--- config.mk ---
export PLATFORM = sky130hd
export DESIGN_NAME = pafo_top
export DESIGN_NICKNAME = d
export VERILOG_FILES = /design/src/hdl/pafo_pkg.sv /design/src/hdl/pafo_top.sv
export SDC_FILE = /design/constraint.sdc
export NUM_CORES = 1
export LEC_CHECK = 0
export BUFFER_PORTS_ARGS = -buffer_cell sky130_fd_sc_hd__buf_2
export CAP_MARGIN = 15
export CORE_MARGIN = 2
export CORE_UTILIZATION = 46
export CTS_CLUSTER_DIAMETER = 200
export DETAILED_ROUTE_END_ITERATION = 6
export PLACE_DENSITY = 0.77
export SYNTH_ARGS = -nofsm -noshare
export SYNTH_HDL_FRONTEND = slang
export SYNTH_SLANG_ARGS = --single-unit
export TNS_END_PERCENT = 50
--- constraint.sdc ---
create_clock -name REF_CLK -period 3.65 [get_ports REF_CLK]
set_clock_uncertainty 0.15 [all_clocks]
set_input_delay 0.365 -clock REF_CLK [delete_from_list [all_inputs] [get_ports REF_CLK]]
set_output_delay 0.365 -clock REF_CLK [all_outputs]
set_load 0.05 [all_outputs]
--- src/hdl/pafo_pkg.sv ---
/*
 * Package for the port alternate function override block.
 * Holds pin positions, reset values and the clock-output divider default.
 * Assumes a single system clock domain and no register bus.
 */
`default_nettype none

package pafo_pkg;

   // Width of each general purpose port.
   localparam int PAFO_PORT_W = 8;

   // Pin positions on port B.
   localparam int PB_SPI_CLK   = 7;   // Serial clock, timer 3/4 compare B.
   localparam int PB_SPI_MISO  = 6;   // Master in / slave out, timer 3 compare A.
   localparam int PB_SPI_MOSI  = 5;   // Master out / slave in.
   localparam int PB_SPI_SEL   = 4;   // Slave select, timer 0 compare B.
   localparam int PB_CMP0A     = 3;   // Timer 0 compare A.
   localparam int PB_IRQ2      = 2;   // External interrupt two.
   localparam int PB_CLKOUT    = 1;   // Divided clock output.
   localparam int PB_XCK       = 0;   // Usart A external clock.

   // Pin positions on port C.
   localparam int PC_XTAL_OUT  = 7;   // Timer crystal output.
   localparam int PC_XTAL_IN   = 6;   // Timer crystal input.
   localparam int PC_TDI       = 5;   // Test data input.
   localparam int PC_TDO       = 4;   // Test data output, timer 4 compare A.
   localparam int PC_TMS       = 3;   // Test mode select.
   localparam int PC_TCK       = 2;   // Test clock.
   localparam int PC_TW_DATA   = 1;   // Two-wire data.
   localparam int PC_TW_CLK    = 0;   // Two-wire clock.

   // Reset value of every pin control vector: input, no pull-up, low, input off, bar a fuse-held clock output pin.
   localparam logic [7:0] PAFO_RST_VEC = 8'h00;

   // Default division of the system clock for the clock output pin.
   localparam int PAFO_CLK_DIV_DEF = 2;

   // Width of the clock output divider counter.
   localparam int PAFO_DIV_W = 8;

endpackage

`default_nettype wire

--- src/hdl/pafo_top.sv ---
/*
 * Alternate function override logic for ports B and C.
 * Each pin's pull-up, drive enable, drive value and digital input enable are
 * taken from the port settings unless an on-chip unit overrides them.
 * Assumes all peripheral and port control inputs come from logic on REF_CLK;
 * the raw pin levels and the fuse come from outside and are synchronised.
 */
`default_nettype none

module pafo_top
   import pafo_pkg::*;
#(
   parameter int CLK_DIV = PAFO_CLK_DIV_DEF   // Divider for the clock output.
) (
   // Clock, reset and enable.
   input  wire logic       REF_CLK,
   input  wire logic       RST,
   input  wire logic       CLK_EN,
   // Port register settings.
   input  wire logic [7:0] PORT_B_VALUE,
   input  wire logic [7:0] PORT_B_DIRECTION,
   input  wire logic [7:0] PORT_C_VALUE,
   input  wire logic [7:0] PORT_C_DIRECTION,
   input  wire logic       GLOBAL_PULLUP_DISABLE,
   input  wire logic       SLEEP_INPUT_OFF,
   // Configuration fuse and pin change control.
   input  wire logic       CLOCK_OUTPUT_FUSE,
   input  wire logic [7:0] PIN_CHANGE_MASK_B,
   input  wire logic [7:0] PIN_CHANGE_MASK_C,
   input  wire logic       PIN_CHANGE_GROUP_B_ENABLE,
   input  wire logic       PIN_CHANGE_GROUP_C_ENABLE,
   input  wire logic       EXTERNAL_IRQ_TWO_ENABLE,
   // Serial peripheral interface A.
   input  wire logic       SPI_A_ENABLE,
   input  wire logic       SPI_MASTER_SELECT,
   input  wire logic       SPI_CLK_OUT,
   input  wire logic       SPI_MASTER_OUT,
   input  wire logic       SPI_SLAVE_OUT,
   // Timers.
   input  wire logic       TIMER3_COMPARE_A_EN,
   input  wire logic       TIMER3_COMPARE_A_OUT,
   input  wire logic       TIMER34_COMPARE_B_EN,
   input  wire logic       TIMER3_COMPARE_B_OUT,
   input  wire logic       TIMER4_COMPARE_B_OUT,
   input  wire logic       TIMER0_COMPARE_A_EN,
   input  wire logic       TIMER0_COMPARE_A_OUT,
   input  wire logic       TIMER0_COMPARE_B_EN,
   input  wire logic       TIMER0_COMPARE_B_OUT,
   input  wire logic       TIMER4_COMPARE_A_EN,
   input  wire logic       TIMER4_COMPARE_A_OUT,
   input  wire logic       ASYNC_TIMER_CLOCK_SELECT,
   input  wire logic       EXTERNAL_CLOCK_OPTION,
   // Usart A.
   input  wire logic       USART_MODE_SELECT,
   input  wire logic       USART_A_CLOCK_OUT,
   // Test access port.
   input  wire logic       TEST_PORT_ENABLE,
   input  wire logic       INSTR_SHIFT_STATE,
   input  wire logic       DATA_SHIFT_STATE,
   input  wire logic       TEST_DATA_OUT,
   // Two-wire interface.
   input  wire logic       TWO_WIRE_ENABLE,
   input  wire logic       TWO_WIRE_DATA_OUT,
   input  wire logic       TWO_WIRE_CLOCK_OUT,
   // Raw pin levels from the pads.
   input  wire logic [7:0] PIN_B_LEVEL,
   input  wire logic [7:0] PIN_C_LEVEL,
   // Pad controls for port B.
   output logic [7:0]      PULLUP_B,
   output logic [7:0]      DRIVE_EN_B,
   output logic [7:0]      DRIVE_VAL_B,
   output logic [7:0]      INPUT_EN_B,
   // Pad controls for port C.
   output logic [7:0]      PULLUP_C,
   output logic [7:0]      DRIVE_EN_C,
   output logic [7:0]      DRIVE_VAL_C,
   output logic [7:0]      INPUT_EN_C,
   // Gated digital inputs towards the peripherals.
   output logic [7:0]      DATA_IN_B,
   output logic [7:0]      DATA_IN_C
);

   // The divider counts half periods, so the division must be even and fit.
   if (CLK_DIV < 2 || CLK_DIV % 2 != 0 || CLK_DIV / 2 > 2 ** PAFO_DIV_W) begin : g_chk
      $error("CLK_DIV must be even, at least 2 and fit the divider counter.");
   end

   // Half period of the divided clock, less one, at counter width.
   localparam logic [PAFO_DIV_W-1:0] HALF_M1 = PAFO_DIV_W'(CLK_DIV / 2 - 1);

   // Main block state; everything here is cleared by reset.
   typedef struct packed {
      logic [7:0] b_sync1;   // First synchroniser stage, port B pins.
      logic [7:0] b_sync2;   // Second synchroniser stage, port B pins.
      logic [7:0] c_sync1;   // First synchroniser stage, port C pins.
      logic [7:0] c_sync2;   // Second synchroniser stage, port C pins.
      logic [7:0] pu_b;      // Port B pull-up.
      logic [7:0] dd_b;      // Port B drive enable; bit 1 lives in the clock path.
      logic [7:0] pv_b;      // Port B drive value; bit 1 lives in the clock path.
      logic [7:0] die_b;     // Port B digital input enable.
      logic [7:0] pu_c;      // Port C pull-up.
      logic [7:0] dd_c;      // Port C drive enable.
      logic [7:0] pv_c;      // Port C drive value.
      logic [7:0] die_c;     // Port C digital input enable.
      logic [7:0] di_b;      // Gated port B input.
      logic [7:0] di_c;      // Gated port C input.
   } pafo_state_t;

   // Clock output path state. It has no reset so that the divided clock keeps
   // running while the rest of the block is held; power-up values are given.
   typedef struct packed {
      logic                  fuse_s1;   // First synchroniser stage of the fuse.
      logic                  fuse_s2;   // Second synchroniser stage of the fuse.
      logic [PAFO_DIV_W-1:0] div_cnt;   // Half period counter.
      logic                  clk_div;   // Divided clock.
      logic                  dd_b1;     // Drive enable of the clock output pin.
      logic                  pv_b1;     // Drive value of the clock output pin.
   } pafo_ck_t;

   pafo_state_t st_q;                   // Registered block state.
   pafo_state_t st_d;                   // Next block state.
   pafo_ck_t    ck_q = '0;              // Registered clock path state.
   pafo_ck_t    ck_d;                   // Next clock path state.

   // Override terms for one port: enables and values per pin.
   logic [7:0] b_puoe, b_puov, b_ddoe, b_ddov, b_pvoe, b_pvov, b_dieoe, b_dieov;
   logic [7:0] c_puoe, c_puov, c_ddoe, c_ddov, c_pvoe, c_pvov, c_dieoe, c_dieov;
   logic       spi_slave;               // SPI enabled as slave.
   logic       spi_master;              // SPI enabled as master.
   logic       xtal_out_ov;             // Crystal output pin taken by oscillator.

   // Override table for both ports, straight from the unit controls.
   always_comb begin
      spi_slave   = SPI_A_ENABLE & ~SPI_MASTER_SELECT;
      spi_master  = SPI_A_ENABLE & SPI_MASTER_SELECT;
      xtal_out_ov = ASYNC_TIMER_CLOCK_SELECT & ~EXTERNAL_CLOCK_OPTION;
      b_puoe = 8'h00;
      b_ddoe = 8'h00;
      b_ddov = 8'h00;
      // Pull-up follows the port bit unless pull-ups are disabled globally.
      b_puov = PORT_B_VALUE & ~{8{GLOBAL_PULLUP_DISABLE}};
      // Slave clock, slave input and select are forced to input as a slave.
      b_puoe[PB_SPI_CLK]  = spi_slave;
      b_ddoe[PB_SPI_CLK]  = spi_slave;
      b_puoe[PB_SPI_SEL]  = spi_slave;
      b_ddoe[PB_SPI_SEL]  = spi_slave;
      b_puoe[PB_SPI_MOSI] = spi_slave;
      b_ddoe[PB_SPI_MOSI] = spi_slave;
      // The master receives on the MISO pin, so it is forced to input then.
      b_puoe[PB_SPI_MISO] = spi_master;
      b_ddoe[PB_SPI_MISO] = spi_master;
      // Drive values; compare outputs share pins with the SPI signals.
      b_pvoe = 8'h00;
      b_pvov = 8'h00;
      b_pvoe[PB_SPI_CLK]  = spi_master | TIMER34_COMPARE_B_EN;
      b_pvov[PB_SPI_CLK]  = (spi_master & SPI_CLK_OUT)
                          | TIMER3_COMPARE_B_OUT | TIMER4_COMPARE_B_OUT;
      b_pvoe[PB_SPI_MISO] = spi_slave | TIMER3_COMPARE_A_EN;
      b_pvov[PB_SPI_MISO] = (spi_slave & SPI_SLAVE_OUT) | TIMER3_COMPARE_A_OUT;
      b_pvoe[PB_SPI_MOSI] = spi_master;
      b_pvov[PB_SPI_MOSI] = SPI_MASTER_OUT;
      b_pvoe[PB_SPI_SEL]  = TIMER0_COMPARE_B_EN;
      b_pvov[PB_SPI_SEL]  = TIMER0_COMPARE_B_OUT;
      b_pvoe[PB_CMP0A]    = TIMER0_COMPARE_A_EN;
      b_pvov[PB_CMP0A]    = TIMER0_COMPARE_A_OUT;
      // The usart clock replaces the value only in synchronous mode; the
      // direction stays with the port bit, which picks drive or receive.
      b_pvoe[PB_XCK]      = USART_MODE_SELECT;
      b_pvov[PB_XCK]      = USART_A_CLOCK_OUT;
      // Input enable is forced on for pin change sources and irq two.
      b_dieoe = PIN_CHANGE_MASK_B & {8{PIN_CHANGE_GROUP_B_ENABLE}};
      b_dieoe[PB_IRQ2] = EXTERNAL_IRQ_TWO_ENABLE | b_dieoe[PB_IRQ2];
      b_dieov = 8'hFF;

      // Port C: crystal, test port and two-wire pins.
      c_puoe = 8'h00;
      c_puov = 8'h00;
      c_ddoe = 8'h00;
      c_ddov = 8'h00;
      c_pvoe = 8'h00;
      c_pvov = 8'h00;
      c_dieoe = PIN_CHANGE_MASK_C & {8{PIN_CHANGE_GROUP_C_ENABLE}};
      c_dieov = 8'hFF;
      // Crystal pins: the output pin is left alone for an external clock.
      c_puoe[PC_XTAL_OUT]  = xtal_out_ov;
      c_ddoe[PC_XTAL_OUT]  = xtal_out_ov;
      c_dieoe[PC_XTAL_OUT] = xtal_out_ov | c_dieoe[PC_XTAL_OUT];
      c_dieov[PC_XTAL_OUT] = ~ASYNC_TIMER_CLOCK_SELECT;
      c_puoe[PC_XTAL_IN]   = ASYNC_TIMER_CLOCK_SELECT;
      c_ddoe[PC_XTAL_IN]   = ASYNC_TIMER_CLOCK_SELECT;
      c_dieoe[PC_XTAL_IN]  = ASYNC_TIMER_CLOCK_SELECT | c_dieoe[PC_XTAL_IN];
      // An external clock still needs the digital input of the crystal pin.
      c_dieov[PC_XTAL_IN]  = EXTERNAL_CLOCK_OPTION | ~ASYNC_TIMER_CLOCK_SELECT;
      // Test port inputs: pull-up on, input, digital input kept on.
      c_puoe[PC_TDI] = TEST_PORT_ENABLE;
      c_puov[PC_TDI] = 1'b1;
      c_ddoe[PC_TDI] = TEST_PORT_ENABLE;
      c_puoe[PC_TMS] = TEST_PORT_ENABLE;
      c_puov[PC_TMS] = 1'b1;
      c_ddoe[PC_TMS] = TEST_PORT_ENABLE;
      c_puoe[PC_TCK] = TEST_PORT_ENABLE;
      c_puov[PC_TCK] = 1'b1;
      c_ddoe[PC_TCK] = TEST_PORT_ENABLE;
      c_dieoe[PC_TDI] = TEST_PORT_ENABLE | c_dieoe[PC_TDI];
      c_dieov[PC_TDI] = 1'b1;
      c_dieoe[PC_TMS] = TEST_PORT_ENABLE | c_dieoe[PC_TMS];
      c_dieoe[PC_TCK] = TEST_PORT_ENABLE | c_dieoe[PC_TCK];
      // Test data output drives only while shifting, so the pin is released
      // between scans; the timer compare output may also claim the pin.
      c_puoe[PC_TDO]  = TEST_PORT_ENABLE;
      c_puov[PC_TDO]  = 1'b1;
      c_ddoe[PC_TDO]  = TEST_PORT_ENABLE | TIMER4_COMPARE_A_EN;
      c_ddov[PC_TDO]  = INSTR_SHIFT_STATE | DATA_SHIFT_STATE
                      | TIMER4_COMPARE_A_OUT;
      c_pvoe[PC_TDO]  = TEST_PORT_ENABLE | TIMER4_COMPARE_A_EN;
      c_pvov[PC_TDO]  = TEST_PORT_ENABLE ? TEST_DATA_OUT : TIMER4_COMPARE_A_OUT;
      c_dieoe[PC_TDO] = TEST_PORT_ENABLE | c_dieoe[PC_TDO];
      // Two-wire pins: value from the unit, pull-up from the port bit.
      c_puoe[PC_TW_DATA] = TWO_WIRE_ENABLE;
      c_puov[PC_TW_DATA] = PORT_C_VALUE[PC_TW_DATA] & ~GLOBAL_PULLUP_DISABLE;
      c_ddoe[PC_TW_DATA] = TWO_WIRE_ENABLE;
      c_pvoe[PC_TW_DATA] = TWO_WIRE_ENABLE;
      c_pvov[PC_TW_DATA] = TWO_WIRE_DATA_OUT;
      c_puoe[PC_TW_CLK]  = TWO_WIRE_ENABLE;
      c_puov[PC_TW_CLK]  = PORT_C_VALUE[PC_TW_CLK] & ~GLOBAL_PULLUP_DISABLE;
      c_ddoe[PC_TW_CLK]  = TWO_WIRE_ENABLE;
      c_pvoe[PC_TW_CLK]  = TWO_WIRE_ENABLE;
      c_pvov[PC_TW_CLK]  = TWO_WIRE_CLOCK_OUT;
   end

   // Next state: apply each override per pin, else the port settings.
   always_comb begin
      st_d = st_q;
      // Pins are asynchronous; only the second stage is read further on.
      st_d.b_sync1 = PIN_B_LEVEL;
      st_d.b_sync2 = st_q.b_sync1;
      st_d.c_sync1 = PIN_C_LEVEL;
      st_d.c_sync2 = st_q.c_sync1;
      for (int i = 0; i < PAFO_PORT_W; i++) begin
         // Without an override, a pull-up only exists on an input with pull-ups allowed.
         st_d.pu_b[i]  = b_puoe[i] ? b_puov[i]
                       : PORT_B_VALUE[i] & ~PORT_B_DIRECTION[i] & ~GLOBAL_PULLUP_DISABLE;
         st_d.dd_b[i]  = b_ddoe[i] ? b_ddov[i] : PORT_B_DIRECTION[i];
         st_d.pv_b[i]  = b_pvoe[i] ? b_pvov[i] : PORT_B_VALUE[i];
         st_d.die_b[i] = b_dieoe[i] ? b_dieov[i] : ~SLEEP_INPUT_OFF;
         st_d.pu_c[i]  = c_puoe[i] ? c_puov[i]
                       : PORT_C_VALUE[i] & ~PORT_C_DIRECTION[i] & ~GLOBAL_PULLUP_DISABLE;
         st_d.dd_c[i]  = c_ddoe[i] ? c_ddov[i] : PORT_C_DIRECTION[i];
         st_d.pv_c[i]  = c_pvoe[i] ? c_pvov[i] : PORT_C_VALUE[i];
         st_d.die_c[i] = c_dieoe[i] ? c_dieov[i] : ~SLEEP_INPUT_OFF;
      end
      // The clock output pin's drive comes from the clock path instead.
      st_d.pu_b[PB_CLKOUT] = PORT_B_VALUE[PB_CLKOUT] & ~PORT_B_DIRECTION[PB_CLKOUT]
                           & ~GLOBAL_PULLUP_DISABLE & ~ck_q.fuse_s2;
      st_d.dd_b[PB_CLKOUT] = 1'b0;
      st_d.pv_b[PB_CLKOUT] = 1'b0;
      // Peripherals see a pin only while its digital input is enabled.
      st_d.di_b = st_q.b_sync2 & st_q.die_b;
      st_d.di_c = st_q.c_sync2 & st_q.die_c;
   end

   // Clock output path: divider and the pin drive, on a register without reset.
   always_comb begin
      ck_d = ck_q;
      ck_d.fuse_s1 = CLOCK_OUTPUT_FUSE;
      ck_d.fuse_s2 = ck_q.fuse_s1;
      if (ck_q.div_cnt >= HALF_M1) begin
         ck_d.div_cnt = '0;
         ck_d.clk_div = ~ck_q.clk_div;
      end else begin
         ck_d.div_cnt = ck_q.div_cnt + PAFO_DIV_W'(1);
      end
      // A programmed fuse takes the pin whatever the port bits say, and also
      // while reset is held; otherwise reset parks the pin as an input.
      if (ck_q.fuse_s2) begin
         ck_d.dd_b1 = 1'b1;
         ck_d.pv_b1 = ck_q.clk_div;
      end else if (RST) begin
         ck_d.dd_b1 = 1'b0;
         ck_d.pv_b1 = 1'b0;
      end else begin
         ck_d.dd_b1 = PORT_B_DIRECTION[PB_CLKOUT];
         ck_d.pv_b1 = PORT_B_VALUE[PB_CLKOUT];
      end
   end

   // Block state register with asynchronous reset and clock enable.
   always_ff @(posedge REF_CLK or posedge RST) begin
      if (RST) begin
         st_q <= '0;
      end else if (CLK_EN) begin
         st_q <= st_d;
      end
   end

   // Clock path register; deliberately outside reset so the output runs on.
   always_ff @(posedge REF_CLK) begin
      if (CLK_EN) begin
         ck_q <= ck_d;
      end
   end

   // Outputs come straight from the registers above.
   assign PULLUP_B    = st_q.pu_b;
   assign DRIVE_EN_B  = {st_q.dd_b[7:2], ck_q.dd_b1, st_q.dd_b[0]};
   assign DRIVE_VAL_B = {st_q.pv_b[7:2], ck_q.pv_b1, st_q.pv_b[0]};
   assign INPUT_EN_B  = st_q.die_b;
   assign PULLUP_C    = st_q.pu_c;
   assign DRIVE_EN_C  = st_q.dd_c;
   assign DRIVE_VAL_C = st_q.pv_c;
   assign INPUT_EN_C  = st_q.die_c;
   assign DATA_IN_B   = st_q.di_b;
   assign DATA_IN_C   = st_q.di_c;

endmodule

`default_nettype wire

; Word level (Yosys, flattened, before mapping)
; Index checks and enable logic that the tools add are counted.
[word_totals]
regBits = 123
in_bits = 100
output_inout_bits = 80
word_cells = 160
[classes]
add_sub_neg = 1
n_lt_le_gt_ge = 1
muxes = 52
bitwise_logic = 85
n_reduce_logical = 1
[op_table]
columns = operator, n
row1 = 1-bit 2-to-1 mux, 51
row2 = 1-bit bitwise AND, 40
row3 = 8-bit bitwise AND, 5
row4 = 1-bit NOT, 23
row5 = 1-bit OR, 16
row6 = 8-bit by 1-bit adder with 8-bit output (second input constant), 1
row7 = 8-bit by 1-bit >= comparator with 1-bit output (second input constant), 1
row8 = 8-bit NOT, 1
row9 = 2-bit 2-to-1 mux, 1
row10 = 2-bit AND reduction, 1

; Depth between registers and ports, before layout
; Gate-level depths: netlist (run 1).
[logic_depth]
ltp_word = 5
ltp_mapped = 5
depth_no_buf = 3

; Worst setup path after synthesis (run 1)
; OpenSTA, ideal clock, no wires.
[synth_path]
path_type = input to register
from = input port RST
to = register ck_q (netlist bit DRIVE_EN_B[1]) (data pin)
setup_ps = 142
t_arrival_ps = 2949
required_ps = 3358
path_slack_ps = 409
cell_stages = 2
n_path_buf = 0
cell_sequence = inv_1 > a21o_1
[synth_via]
elab_chain_cells = 1
[synth_lines]
columns = element, line_no
row1 = from (decl), pafo_top.sv:17  ; input wire logic RST,
row2 = 2-bit 2-to-1 mux, pafo_top.sv:278  ; end else if (RST) begin
row3 = to (signal assigned), pafo_top.sv:299  ; ck_q <= ck_d;
row4 = to (decl), pafo_top.sv:122  ; pafo_ck_t ck_q = '0;
; No other way between the ends.
; A chain may end at the register's enable or synchronous reset.

; Worst setup path after layout (run 1)
[layout_path]
from = register st_q (netlist bit INPUT_EN_B[7])
to = output port INPUT_EN_B[7]
[layout_lines]
columns = element, line_no
row1 = from (decl), pafo_top.sv:120  ; pafo_state_t st_q;
row2 = from (signal assigned), pafo_top.sv:292  ; st_q <= st_d;
row3 = to (decl), pafo_top.sv:72  ; output logic [7:0] INPUT_EN_B,
; No word-level cell between the ends.

==> key figures, run 1 <==
Routing
  • Met3 wire len: 953 um
  • WL met1: 4720 um
  • Initial DRC Count: 278
  • Routed WL per cell: 15.3 um
  • Drt drc: 0
  • Routed Antenna Nets: 0
  • Wire length on met2: 5260 um
  • Top Layer Used: met4
  • First-pass detailed-route iteration total: 4
  • Vias: 3679
  • Vias per std cell: 5.06
  • WL final: 11100 um

Critical path
  • Worst-case reg-to-reg path depth: 2
  • Crit. path cell count: 1
  • CP Data Required Time: 3.13 ns
  • R2R setup slack: 2.54 ns
  • Reg2Reg Capture Point: PULLUP_B[1]$_DFFE_PP0P_
  • CP Data Arrival Time: 1.08 ns
  • Worst-path cell chain: buf_2
  • Worst setup path category: register to output pin
  • CP endpoint: INPUT_EN_B[7]
  • Reg-to-Reg Start: ck_q[11]$_DFFE_PP_
  • Delay-heaviest family, CP: flip-flops
  • Crit path max-delay cell type: dfrtp_1
  • Type of origin of the critical path: register
  • CP peak stage delay: 0.40 ns
  • CP Max Fanout: 3
  • CP startpoint: INPUT_EN_B[7]$_DFFE_PP0P_
  • Worst path buffer plus inverter count: 1
  • Critical path capture point type: output pin

Power
  • Maximum vdd drop: 338 uV
  • Sequential share of power: 37.8%
  • Switch Pwr: 0.00115 W
  • P_leak: 3.10 nW
  • Combinational power share: 18.4%
  • Pwr Density: 628 nW/um2
  • Clock power share: 43.8%
  • Switch share: 28.9%
  • Int Power: 0.00282 W

Synthesis
  • Yosys warnings: 0
  • Number of synthesized flops with an enable pin: 5
  • Yosys top cell area share: 52.0%
  • Most used DFF post-synth: dfrtp_1
  • Async S/R FF share, synth: 95.7%
  • Seq cells post-synth: 115
  • Cell Area, Synth: 5290 um2
  • Ranking of synthesized cells by area: dfrtp_1 52%, buf_4 11%, mux2_2 6.8%
  • Syn_nets: 572
  • Gate Count Post-Synth: 472
  • Yosys cell types: 35
  • Leading area contributor after synthesis: dfrtp_1
  • Register area share after synthesis: 54.8%
  • Syn Area/Cell: 11.2 um2

Clock network
  • Setup repair bufs after CTS: 0
  • Worst skew pair latency: 0.41 ns
  • TritonCTS clock tree: yes
  • Inserted Clock Buffers: 17
  • Clock transition at the registers of the reported paths: 0.05 ns
  • CTS H-tree depth: 4
  • Max clock buf depth: 2
  • CTS resizes: 0
  • Num Clock Sinks: 115
  • Cts hold-fix bufs: 3
  • Root Driver: clkbuf_16

Cells and area
  • Layout Nets: 671
  • Filler cells: 972
  • Layout cells sized above 1: 44.2%
  • Util after Layout: 55.8%
  • Area Overhead vs Synth: 19.4%
  • Post-route cell area: 6320 um2
  • Number of diodes: 0
  • Post-route insts no fill: 727

Timing
  • Post-layout minimum cycle time: 1.60 ns
  • Final setup vio count: 0
  • Hold Fails Final Rpt: 0
  • Max-slew violation count: 0
  • RSZ-0062 raised after global routing: no
  • Period utilization: 43.8%
  • Max_slew headroom: 48.2%
  • Setup TNS: 0 ns
  • Slew at the pin closest to its max-slew limit: 0.775 ns
  • Fmax: 625 MHz

Die
  • # IOs: 180
  • # rows: 39
  • Die span in y: 111 um
  • Die width: 111 um
  • Initial Util: 46.8%
  • Core Area: 11300 um2
  • Full die area: 12400 um2

Global route
  • Vias in the first global route: 3706
  • Largest net degree at the start of global routing: 124
  • Tot GR Track Use: 18.5%
  • First-pass GRT wire length: 18100 um
  • Gr ovfl total: 0
  • Initial antenna violation count: 0

Placement
  • Cells after DPL: 692
  • RD Place Congestion: 0.890
  • Post-DP Area: 5660 um2
  • Port Buf Inserts: 179
  • Post-DP HPWL: 7770 um

Min path
  • HP Class: primary input to register

Outcome
  • Status: complete, no violations

Job
  • Max-cap viol count: 0
## placed cells by master, fill, tap and decap left out, types with 8 or more instances in the layout
| master | Yosys | routed |
|---|---|---|
| a21oi_1 | 26 | 26 |
| buf_2 | 13 | 178 |
| mux2_4 | 10 | 10 |
| nand3_1 | 17 | 17 |
| a32o_1 | 8 | 8 |
| nand2_1 | 30 | 30 |
| mux2_2 | 32 | 32 |
| dfrtp_1 | 110 | 110 |
| clkbuf_16 | 0 | 18 |
| a31oi_1 | 12 | 12 |
| mux2i_1 | 8 | 8 |
| o21ai_0 | 26 | 26 |
| inv_1 | 22 | 21 |
| nor2_1 | 32 | 32 |
## worst min-delay path by stage
stage | startpoint | to | slack, ns | cells after the start
floorplan | ck_d[11]$_DFFE_PP_ | ck_q[11]$_DFFE_PP_ | 0.25 | 0
global placement | ck_d[11]$_DFFE_PP_ | ck_q[11]$_DFFE_PP_ | 0.25 | 0
detailed placement | ck_d[11]$_DFFE_PP_ | ck_q[11]$_DFFE_PP_ | 0.26 | 0
CTS | PIN_C_LEVEL[5] | st_d[85]$_DFFE_PP0P_ | 0.02 | 2
global route | PIN_B_LEVEL[6] | st_d[102]$_DFFE_PP0P_ | 0.02 | 2
finish | PIN_B_LEVEL[7] | st_d[103]$_DFFE_PP0P_ | 0.04 | 2
## Yosys cell counts, types with 10 or more instances
master	number
a31oi_1	12
buf_2	13
mux2_4	10
nor2_1	32
buf_4	81
inv_1	22
a21oi_1	26
dfrtp_1	110
o21ai_0	26
mux2_2	32
nand2_1	30
nand3_1	17
## logic make-up (layout without fill, tap and decap cells)
family	Yosys count	in the layout	synth area share, %
buf+inv	127	239	15.9
flops	115	115	54.8
simple gates	94	94	7.85
compound gates	86	86	10.2
mux	50	50	11.2
## per-stage QoR
| stage | power [W] | hold WS [ns] | setup WS (ns) |
|---|---|---|---|
| floorplan | 0.00217 | 0.250 | 0.214 |
| global placement | 0.00223 | 0.253 | 1.88 |
| detailed placement | 0.00225 | 0.258 | 1.86 |
| CTS | 0.00401 | 0.0161 | 2.03 |
| global route | 0.00413 | 0.0216 | 2.01 |
| finish | 0.00397 | 0.0360 | 2.05 |
## routing by layer
| layer | up-vias | track usage, % |
|---|---|---|
| met3 | 16 | 6.72 |
| met4 | 0 | 7.98 |
| li1 | 1726 | - |
| met5 | - | 0 |
| met2 | 159 | 29.5 |
| met1 | 1778 | 22.8 |
## area by class of cell
cell class                 count  area (um2)  area share, %
clock inverter                 8         120           1.90
sequential                   115        2900           45.9
tap                          143         179           2.83
timing repair buffer         184         968           15.3
inverter                      23        88.8           1.41
multi-input combinational    230        1550           24.5
clock buffer                  24         513           8.12
## power groups by stage
stage	Sequential [W]	Combinational, W	Clock, W
2_1_floorplan	0.00150	0.000676	0
3_3_place_gp	0.00151	0.000718	0
3_5_place_dp	0.00152	0.000733	0
4_1_cts	0.00150	0.000736	0.00178
5_1_grt	0.00152	0.000775	0.00184
6_report	0.00150	0.000728	0.00174
(Power assumes the default switching activity.)
==> run 2, diff against run 1 <==
ABC_AREA = 1   (was unset)
CORE_UTILIZATION = 50   (was 46)
PLACE_DENSITY = 0.8   (was 0.77)
clock period = 1.6 ns   (was 3.65 ns; I/O delays follow)
==> run 2 against run 1 <==
  * Die area down 8.1%
  * First-iteration DRC count up 25%
  * Largest power group unchanged
  * Critical endpoint is now DRIVE_VAL_B[6]$_DFFE_PP0P_
  * Area after synthesis down 0.47%
==> key figures, run 2 <==
Placement
  • Post-DP HPWL: 8390 um
  • Post-DP Area: 5680 um2
  • Cells after DPL: 815
  • Port Buf Inserts: 179
  • RD Place Congestion: 0.880

Routing
  • Drt drc: 0
  • Vias: 5017
  • Initial DRC Count: 347
  • Vias per std cell: 5.07
  • Routed WL per cell: 16.4 um
  • Routed Antenna Nets: 0
  • First-pass detailed-route iteration total: 5
  • WL final: 16200 um

Min path
  • Hold worst-path end: DRIVE_VAL_C[4]$_DFFE_PP0P_
  • Worst min-delay path startpoint: CLK_EN
  • Hold path cells: 4
  • HP Class: primary input to register

Die
  • # IOs: 180
  • # rows: 37
  • Core Area: 10300 um2
  • Initial Util: 51.3%
  • Die span in y: 107 um
  • Die width: 107 um
  • Full die area: 11400 um2

Clock network
  • Worst skew pair latency: 0.50 ns
  • Inserted Clock Buffers: 17
  • Max clock buf depth: 2
  • Setup repair bufs after CTS: 0
  • Num Clock Sinks: 115
  • Clock transition at the registers of the reported paths: 0.06 ns
  • TritonCTS clock tree: yes
  • CTS H-tree depth: 4
  • Root Driver: clkbuf_8

Global route
  • First-pass GRT wire length: 25800 um
  • Gr ovfl total: 0
  • M3 GR Usage: 6.69%
  • Grt peak-use layer: met2
  • Grt met2 use: 52.8%
  • Largest net degree at the start of global routing: 111
  • Vias in the first global route: 5371
  • Tot GR Track Use: 29.6%
  • Initial antenna violation count: 0
  • Met1 Use GR: 32.2%

Timing
  • Hold Fails Final Rpt: 0
  • Slew at the pin closest to its max-slew limit: 0.593 ns
  • Final setup vio count: 0
  • Fmax: 631 MHz
  • RSZ-0062 raised after global routing: yes
  • Post-layout minimum cycle time: 1.58 ns
  • Setup TNS: 0 ns
  • Max-slew violation count: 0
  • Period utilization: 99.0%
  • Max_slew headroom: 60.4%
  • Worst hold margin: 0.0317 ns

Synthesis
  • Post-synth top cells: 176 x nand2_1, 110 x dfrtp_1, 81 x buf_4
  • Yosys cell types: 27
  • Count leader, synth: nand2_1
  • Yosys top cell area share: 52.3%
  • Most used DFF post-synth: dfrtp_1
  • Syn_nets: 697
  • Yosys warnings: 0
  • Async S/R FF share, synth: 95.7%
  • Gate Count Post-Synth: 597
  • Syn Area/Cell: 8.82 um2
  • Leading area contributor after synthesis: dfrtp_1
  • Register area share after synthesis: 55.1%
  • Seq cells post-synth: 115
  • Cell Area, Synth: 5270 um2
  • Ranking of synthesized cells by area: dfrtp_1 52%, nand2_1 13%, buf_4 12%
  • Number of synthesized flops with an enable pin: 5

Critical path
  • CP peak stage delay: 0.55 ns
  • CP Data Required Time: 1.85 ns
  • Worst-case reg-to-reg path depth: 4
  • Reg-to-Reg Start: ck_q[11]$_DFFE_PP_
  • Type of origin of the critical path: primary input
  • Reg2Reg Capture Point: PULLUP_B[1]$_DFFE_PP0P_
  • CP Data Arrival Time: 1.83 ns
  • CP Max Fanout: 2
  • Critical path capture point type: register
  • R2R setup slack: 0.05 ns
  • Worst-path cell chain: dlygate4sd3_1 > buf_2 > inv_1 > nand2_1 > nand2_1 > dlygate4sd3_1 > nand2_1 > nor2_2 > nor2_1
  • Worst setup path category: primary input to register
  • Crit path max-delay cell type: dlygate4sd3_1
  • Most frequent CP cell: nand2_1

Job
  • Max-cap viol count: 0

Outcome
  • Status: complete, no violations

Cells and area
  • Commonest non-fill, non-tap cell in the layout: buf_2
  • Most frequent cells in the layout: 179 x buf_2, 175 x nand2_1, 144 x dlygate4sd3_1, 110 x dfrtp_1, 54 x o21ai_0
  • Area Overhead vs Synth: 45.7%
  • Post-route insts no fill: 989
  • Number of diodes: 0
  • Register area: 2900 um2
  • Filler cells: 719
  • Area occupied by multi-input gates: 1460 um2
  • Layout Nets: 942
  • Post-route cell area: 7680 um2
  • Layout cells sized above 1: 26.4%

Power
  • Final Total Pwr: 0.00871 W
  • Pwr Density: 1140 nW/um2
  • P_leak: 3.92 nW
  • Maximum vdd drop: 668 uV
==> run 2: cell count changes after synthesis, sizes merged, moves of 5 or more <==
cell	previous run	this run
nand2	30	176
mux2	42	0
o21ai	26	56
inv	23	42
nand3	17	33
a31oi	12	1
nor2	32	41
a32o	8	0
mux2i	8	0
nand2b	5	0
==> run 2: area by class of cell <==
cell class	instances	area share (%)
sequential	115	37.8
timing repair buffer	329	31.7
multi-input combinational	336	19.0
clock buffer	25	6.44
tap	136	2.22
inverter	43	2.18
clock inverter	5	0.652
==> run 2: cells by family after synthesis <==
kind of cell | Yosys count | synth area share [%]
AND/OR/NAND/NOR | 253 | 19.4
buffers and inverters | 146 | 17.4
flip-flops | 115 | 55.1
AO/OA/AOI/OAI | 83 | 8.08
==> run 2: repair_timing <==
action                     4_1_cts  5_1_grt
hold buffers                   144        0
setup endpoints to repair        0        5
hold endpoints to repair       192        0
gates resized for setup          0        5
==> run 2: critical path: cells and delay by family <==
family / cells / cell delay [ns]
AND/OR/NAND/NOR: 5 / 0.36
buffers and inverters: 4 / 1.31
==> run 2: routing by layer <==
metal / vias to the layer above / part of all wire [%]
li1: 2288 / -
met1: 2373 / 36
met2: 281 / 53
met3: 75 / 6.1
met4: 0 / 4.7
met5: - / 0
==> run 2: through the flow <==
stage | setup WS (ns) | util, %
floorplan | -0.752 | -
global placement | 0.351 | 55.3
detailed placement | 0.261 | 55.3
CTS | 0.0482 | 74.6
global route | -0.00698 | 74.7
finish | 0.0153 | 74.7
==> run 2: worst max-delay path by stage <==
| stage | from | endpoint | slack [ns] | cells past startpoint |
|---|---|---|---|---|
| floorplan | RST | DRIVE_VAL_B[1]$_DFFE_PP_ | -0.75 | 3 |
| global placement | CLK_EN | INPUT_EN_B[0]$_DFFE_PP0P_ | 0.35 | 5 |
| detailed placement | CLK_EN | INPUT_EN_B[1]$_DFFE_PP0P_ | 0.26 | 5 |
| CTS | ck_q[11]$_DFFE_PP_ | PULLUP_B[1]$_DFFE_PP0P_ | 0.05 | 4 |
| global route | SPI_MASTER_SELECT | DRIVE_VAL_B[7]$_DFFE_PP0P_ | -0.007 | 9 |
| finish | TIMER3_COMPARE_A_EN | DRIVE_VAL_B[6]$_DFFE_PP0P_ | 0.02 | 9 |
==> run 2: power by group <==
part	internal, W	leakage (nW)	switching [W]
Clock	0.00224	0.274	0.00124
Sequential	0.00321	1.39	0.000171
Combinational	0.000613	2.26	0.00125
Total	0.00606	3.92	0.00266
==> run 3, diff against run 2 <==
==> constraint.sdc (replaced) <==
create_clock -name REF_CLK -period 1.6 [get_ports REF_CLK]
set_clock_uncertainty 0.15 [all_clocks]
set_input_delay 0.08 -clock REF_CLK [delete_from_list [all_inputs] [get_ports REF_CLK]]
set_output_delay 0.08 -clock REF_CLK [all_outputs]
set_load 0.05 [all_outputs]
==> run 3 against run 2 <==
  * Clock-buffer cell count shrank 3
  * Power rose by 2.0%
  * The flow now finishes with violations (setup timing)
  * Sequential power about the same
  * Clock power grew 4%
  * Die area is the same
  * Worst hold slack worse by 0.012 ns
  * Largest cell class unchanged
==> key figures, run 3 (synthesis gave the netlist of run 2 again) <==
Outcome
  • Status: finished, violations left
  • Failing checks: setup timing

Timing
  • RSZ-0062 raised after global routing: yes
  • Fmax: 607 MHz
  • Max_slew headroom: 61.3%
  • Worst hold margin: 0.0198 ns
  • Max-slew violation count: 0
  • Slew at the pin closest to its max-slew limit: 0.579 ns
  • Worst setup margin: -0.0479 ns
  • Final setup vio count: 3
  • Post-layout minimum cycle time: 1.65 ns
  • Hold Fails Final Rpt: 0
  • Period utilization: 103%

Routing
  • Initial DRC Count: 311
  • Drt drc: 0
  • Vias: 5144
  • First-pass detailed-route iteration total: 6
  • Vias per std cell: 5.14
  • Routed Antenna Nets: 0
  • WL final: 17100 um
  • Routed WL per cell: 17.1 um

Global route
  • Vias in the first global route: 5415
  • Gr ovfl total: 0
  • Tot GR Track Use: 30.0%
  • Initial antenna violation count: 0
  • Largest net degree at the start of global routing: 68
  • First-pass GRT wire length: 26100 um

Placement
  • Port Buf Inserts: 179
  • Dpl ws: 0.328 ns
  • RD Place Congestion: 0.804
  • Post-DP HPWL: 8180 um
  • Cells after DPL: 815

Critical path
  • Reg2Reg Capture Point: PULLUP_B[1]$_DFFE_PP0P_
  • CP Data Arrival Time: 1.89 ns
  • Critical path capture point type: register
  • R2R setup slack: 0.13 ns
  • Reg-to-Reg Start: ck_q[11]$_DFFE_PP_
  • CP Data Required Time: 1.84 ns
  • Worst setup path category: primary input to register
  • Worst-case reg-to-reg path depth: 4
  • CP startpoint: SPI_MASTER_SELECT
  • CP Max Fanout: 5
  • Type of origin of the critical path: primary input

Cells and area
  • Layout cells sized above 1: 26.5%
  • Number of diodes: 0
  • Post-route insts no fill: 1001
  • Commonest non-fill, non-tap cell in the layout: buf_2
  • Filler cells: 650
  • Layout Nets: 953
  • Area Overhead vs Synth: 48.3%
  • Register area: 2900 um2
  • Util after Layout: 76.0%
  • Area occupied by multi-input gates: 1460 um2
  • Most frequent cells in the layout: 179 x buf_2, 174 x nand2_1, 151 x dlygate4sd3_1, 110 x dfrtp_1, 55 x o21ai_0

Die
  • # IOs: 180
  • Core Area: 10300 um2
  • Die span in y: 107 um
  • # rows: 37
  • Die width: 107 um
  • Full die area: 11400 um2
  • Initial Util: 51.3%

Min path
  • HP Class: primary input to register
  • Hold worst-path end: DRIVE_EN_B[0]$_DFFE_PP0P_
  • Hold path cells: 4
  • Worst min-delay path startpoint: CLK_EN

Power
  • Final Total Pwr: 0.00888 W
  • Int Power: 0.00616 W
  • P_leak: 3.95 nW
  • Maximum vdd drop: 567 uV
  • Combinational power share: 21.3%
  • Switch share: 30.6%
  • Pwr Density: 1140 nW/um2
  • Switch Pwr: 0.00272 W
  • Clock power share: 40.7%
  • Sequential share of power: 38.0%

Clock network
  • Clock transition at the registers of the reported paths: 0.06 ns
  • CTS H-tree depth: 4
  • Max clock buf depth: 2
  • Num Clock Sinks: 115
  • Worst skew pair latency: 0.50 ns
  • TritonCTS clock tree: yes
  • Inserted Clock Buffers: 17
  • Root Driver: clkbuf_8

Job
  • Max-cap viol count: 0
run 3: cell types whose count changed in the layout (fill, tap and decap cells not counted), moves of 2 or more:
cell | previous run | this run
clkbuf_8 | 6 | 2
clkinvlp_4 | 1 | 3
dlygate4sd3_1 | 144 | 151
nor2_1 | 34 | 36
nor2_2 | 4 | 2
buf_4 | 2 | 4
run 3: through the flow:
step | cell area (um2) | setup TNS [ns]
3_3_place_gp | 5670 | 0
5_1_grt | 7810 | -0.118
2_1_floorplan | 5270 | -0.735
4_1_cts | 7780 | 0
3_5_place_dp | 5670 | 0
6_report | 7810 | -0.0996
run 3: critical path, cell delays in order:
cell and delay, ns:
dlygate4sd3_1 0.52, buf_2 0.14, inv_2 0.09, nand2_4 0.09, nand3_1 0.08, dlygate4sd3_1 0.59
nand2_1 0.08, nor2_1 0.14, nor2_1 0.07
run 3: cell type report:
class | instances | area share (%)
Clock buffer | 22 | 5.94
Clock inverter | 9 | 1.33
Inverter | 43 | 2.15
Multi-Input combinational cell | 336 | 18.7
Sequential cell | 115 | 37.2
Tap cell | 136 | 2.18
Timing Repair Buffer | 340 | 32.5
run 3: timing repair:
item	CTS	global route
setup buffers	0	2
hold endpoints to repair	204	1
gates resized for setup	0	8
hold buffers	153	1
setup endpoints to repair	0	8
run 3: power groups by stage:
stage	combinational, W	clock, W	sequential (W)
after global placement	0.00149	0	0.00340
after global routing	0.00201	0.00379	0.00340
after detailed placement	0.00153	0	0.00341
final	0.00189	0.00361	0.00338
after CTS	0.00181	0.00364	0.00336
after floorplan	0.00138	0	0.00336
run 3: worst max path at each step:
stage	to
after global placement	INPUT_EN_B[6]$_DFFE_PP0P_
after CTS	PULLUP_C[7]$_DFFE_PP0P_
after detailed placement	INPUT_EN_C[1]$_DFFE_PP0P_
final	DRIVE_VAL_B[6]$_DFFE_PP0P_
after global routing	DRIVE_VAL_B[6]$_DFFE_PP0P_
after floorplan	DRIVE_VAL_B[1]$_DFFE_PP_
run 3: layer usage:
metal  track usage, %  wire (um)  vias up
met5                0          0        -
met3             7.23       1180       97
met4             17.4        880        0
met1             33.1       6210     2425
li1                 -          -     2310
met2             52.5       8800      312
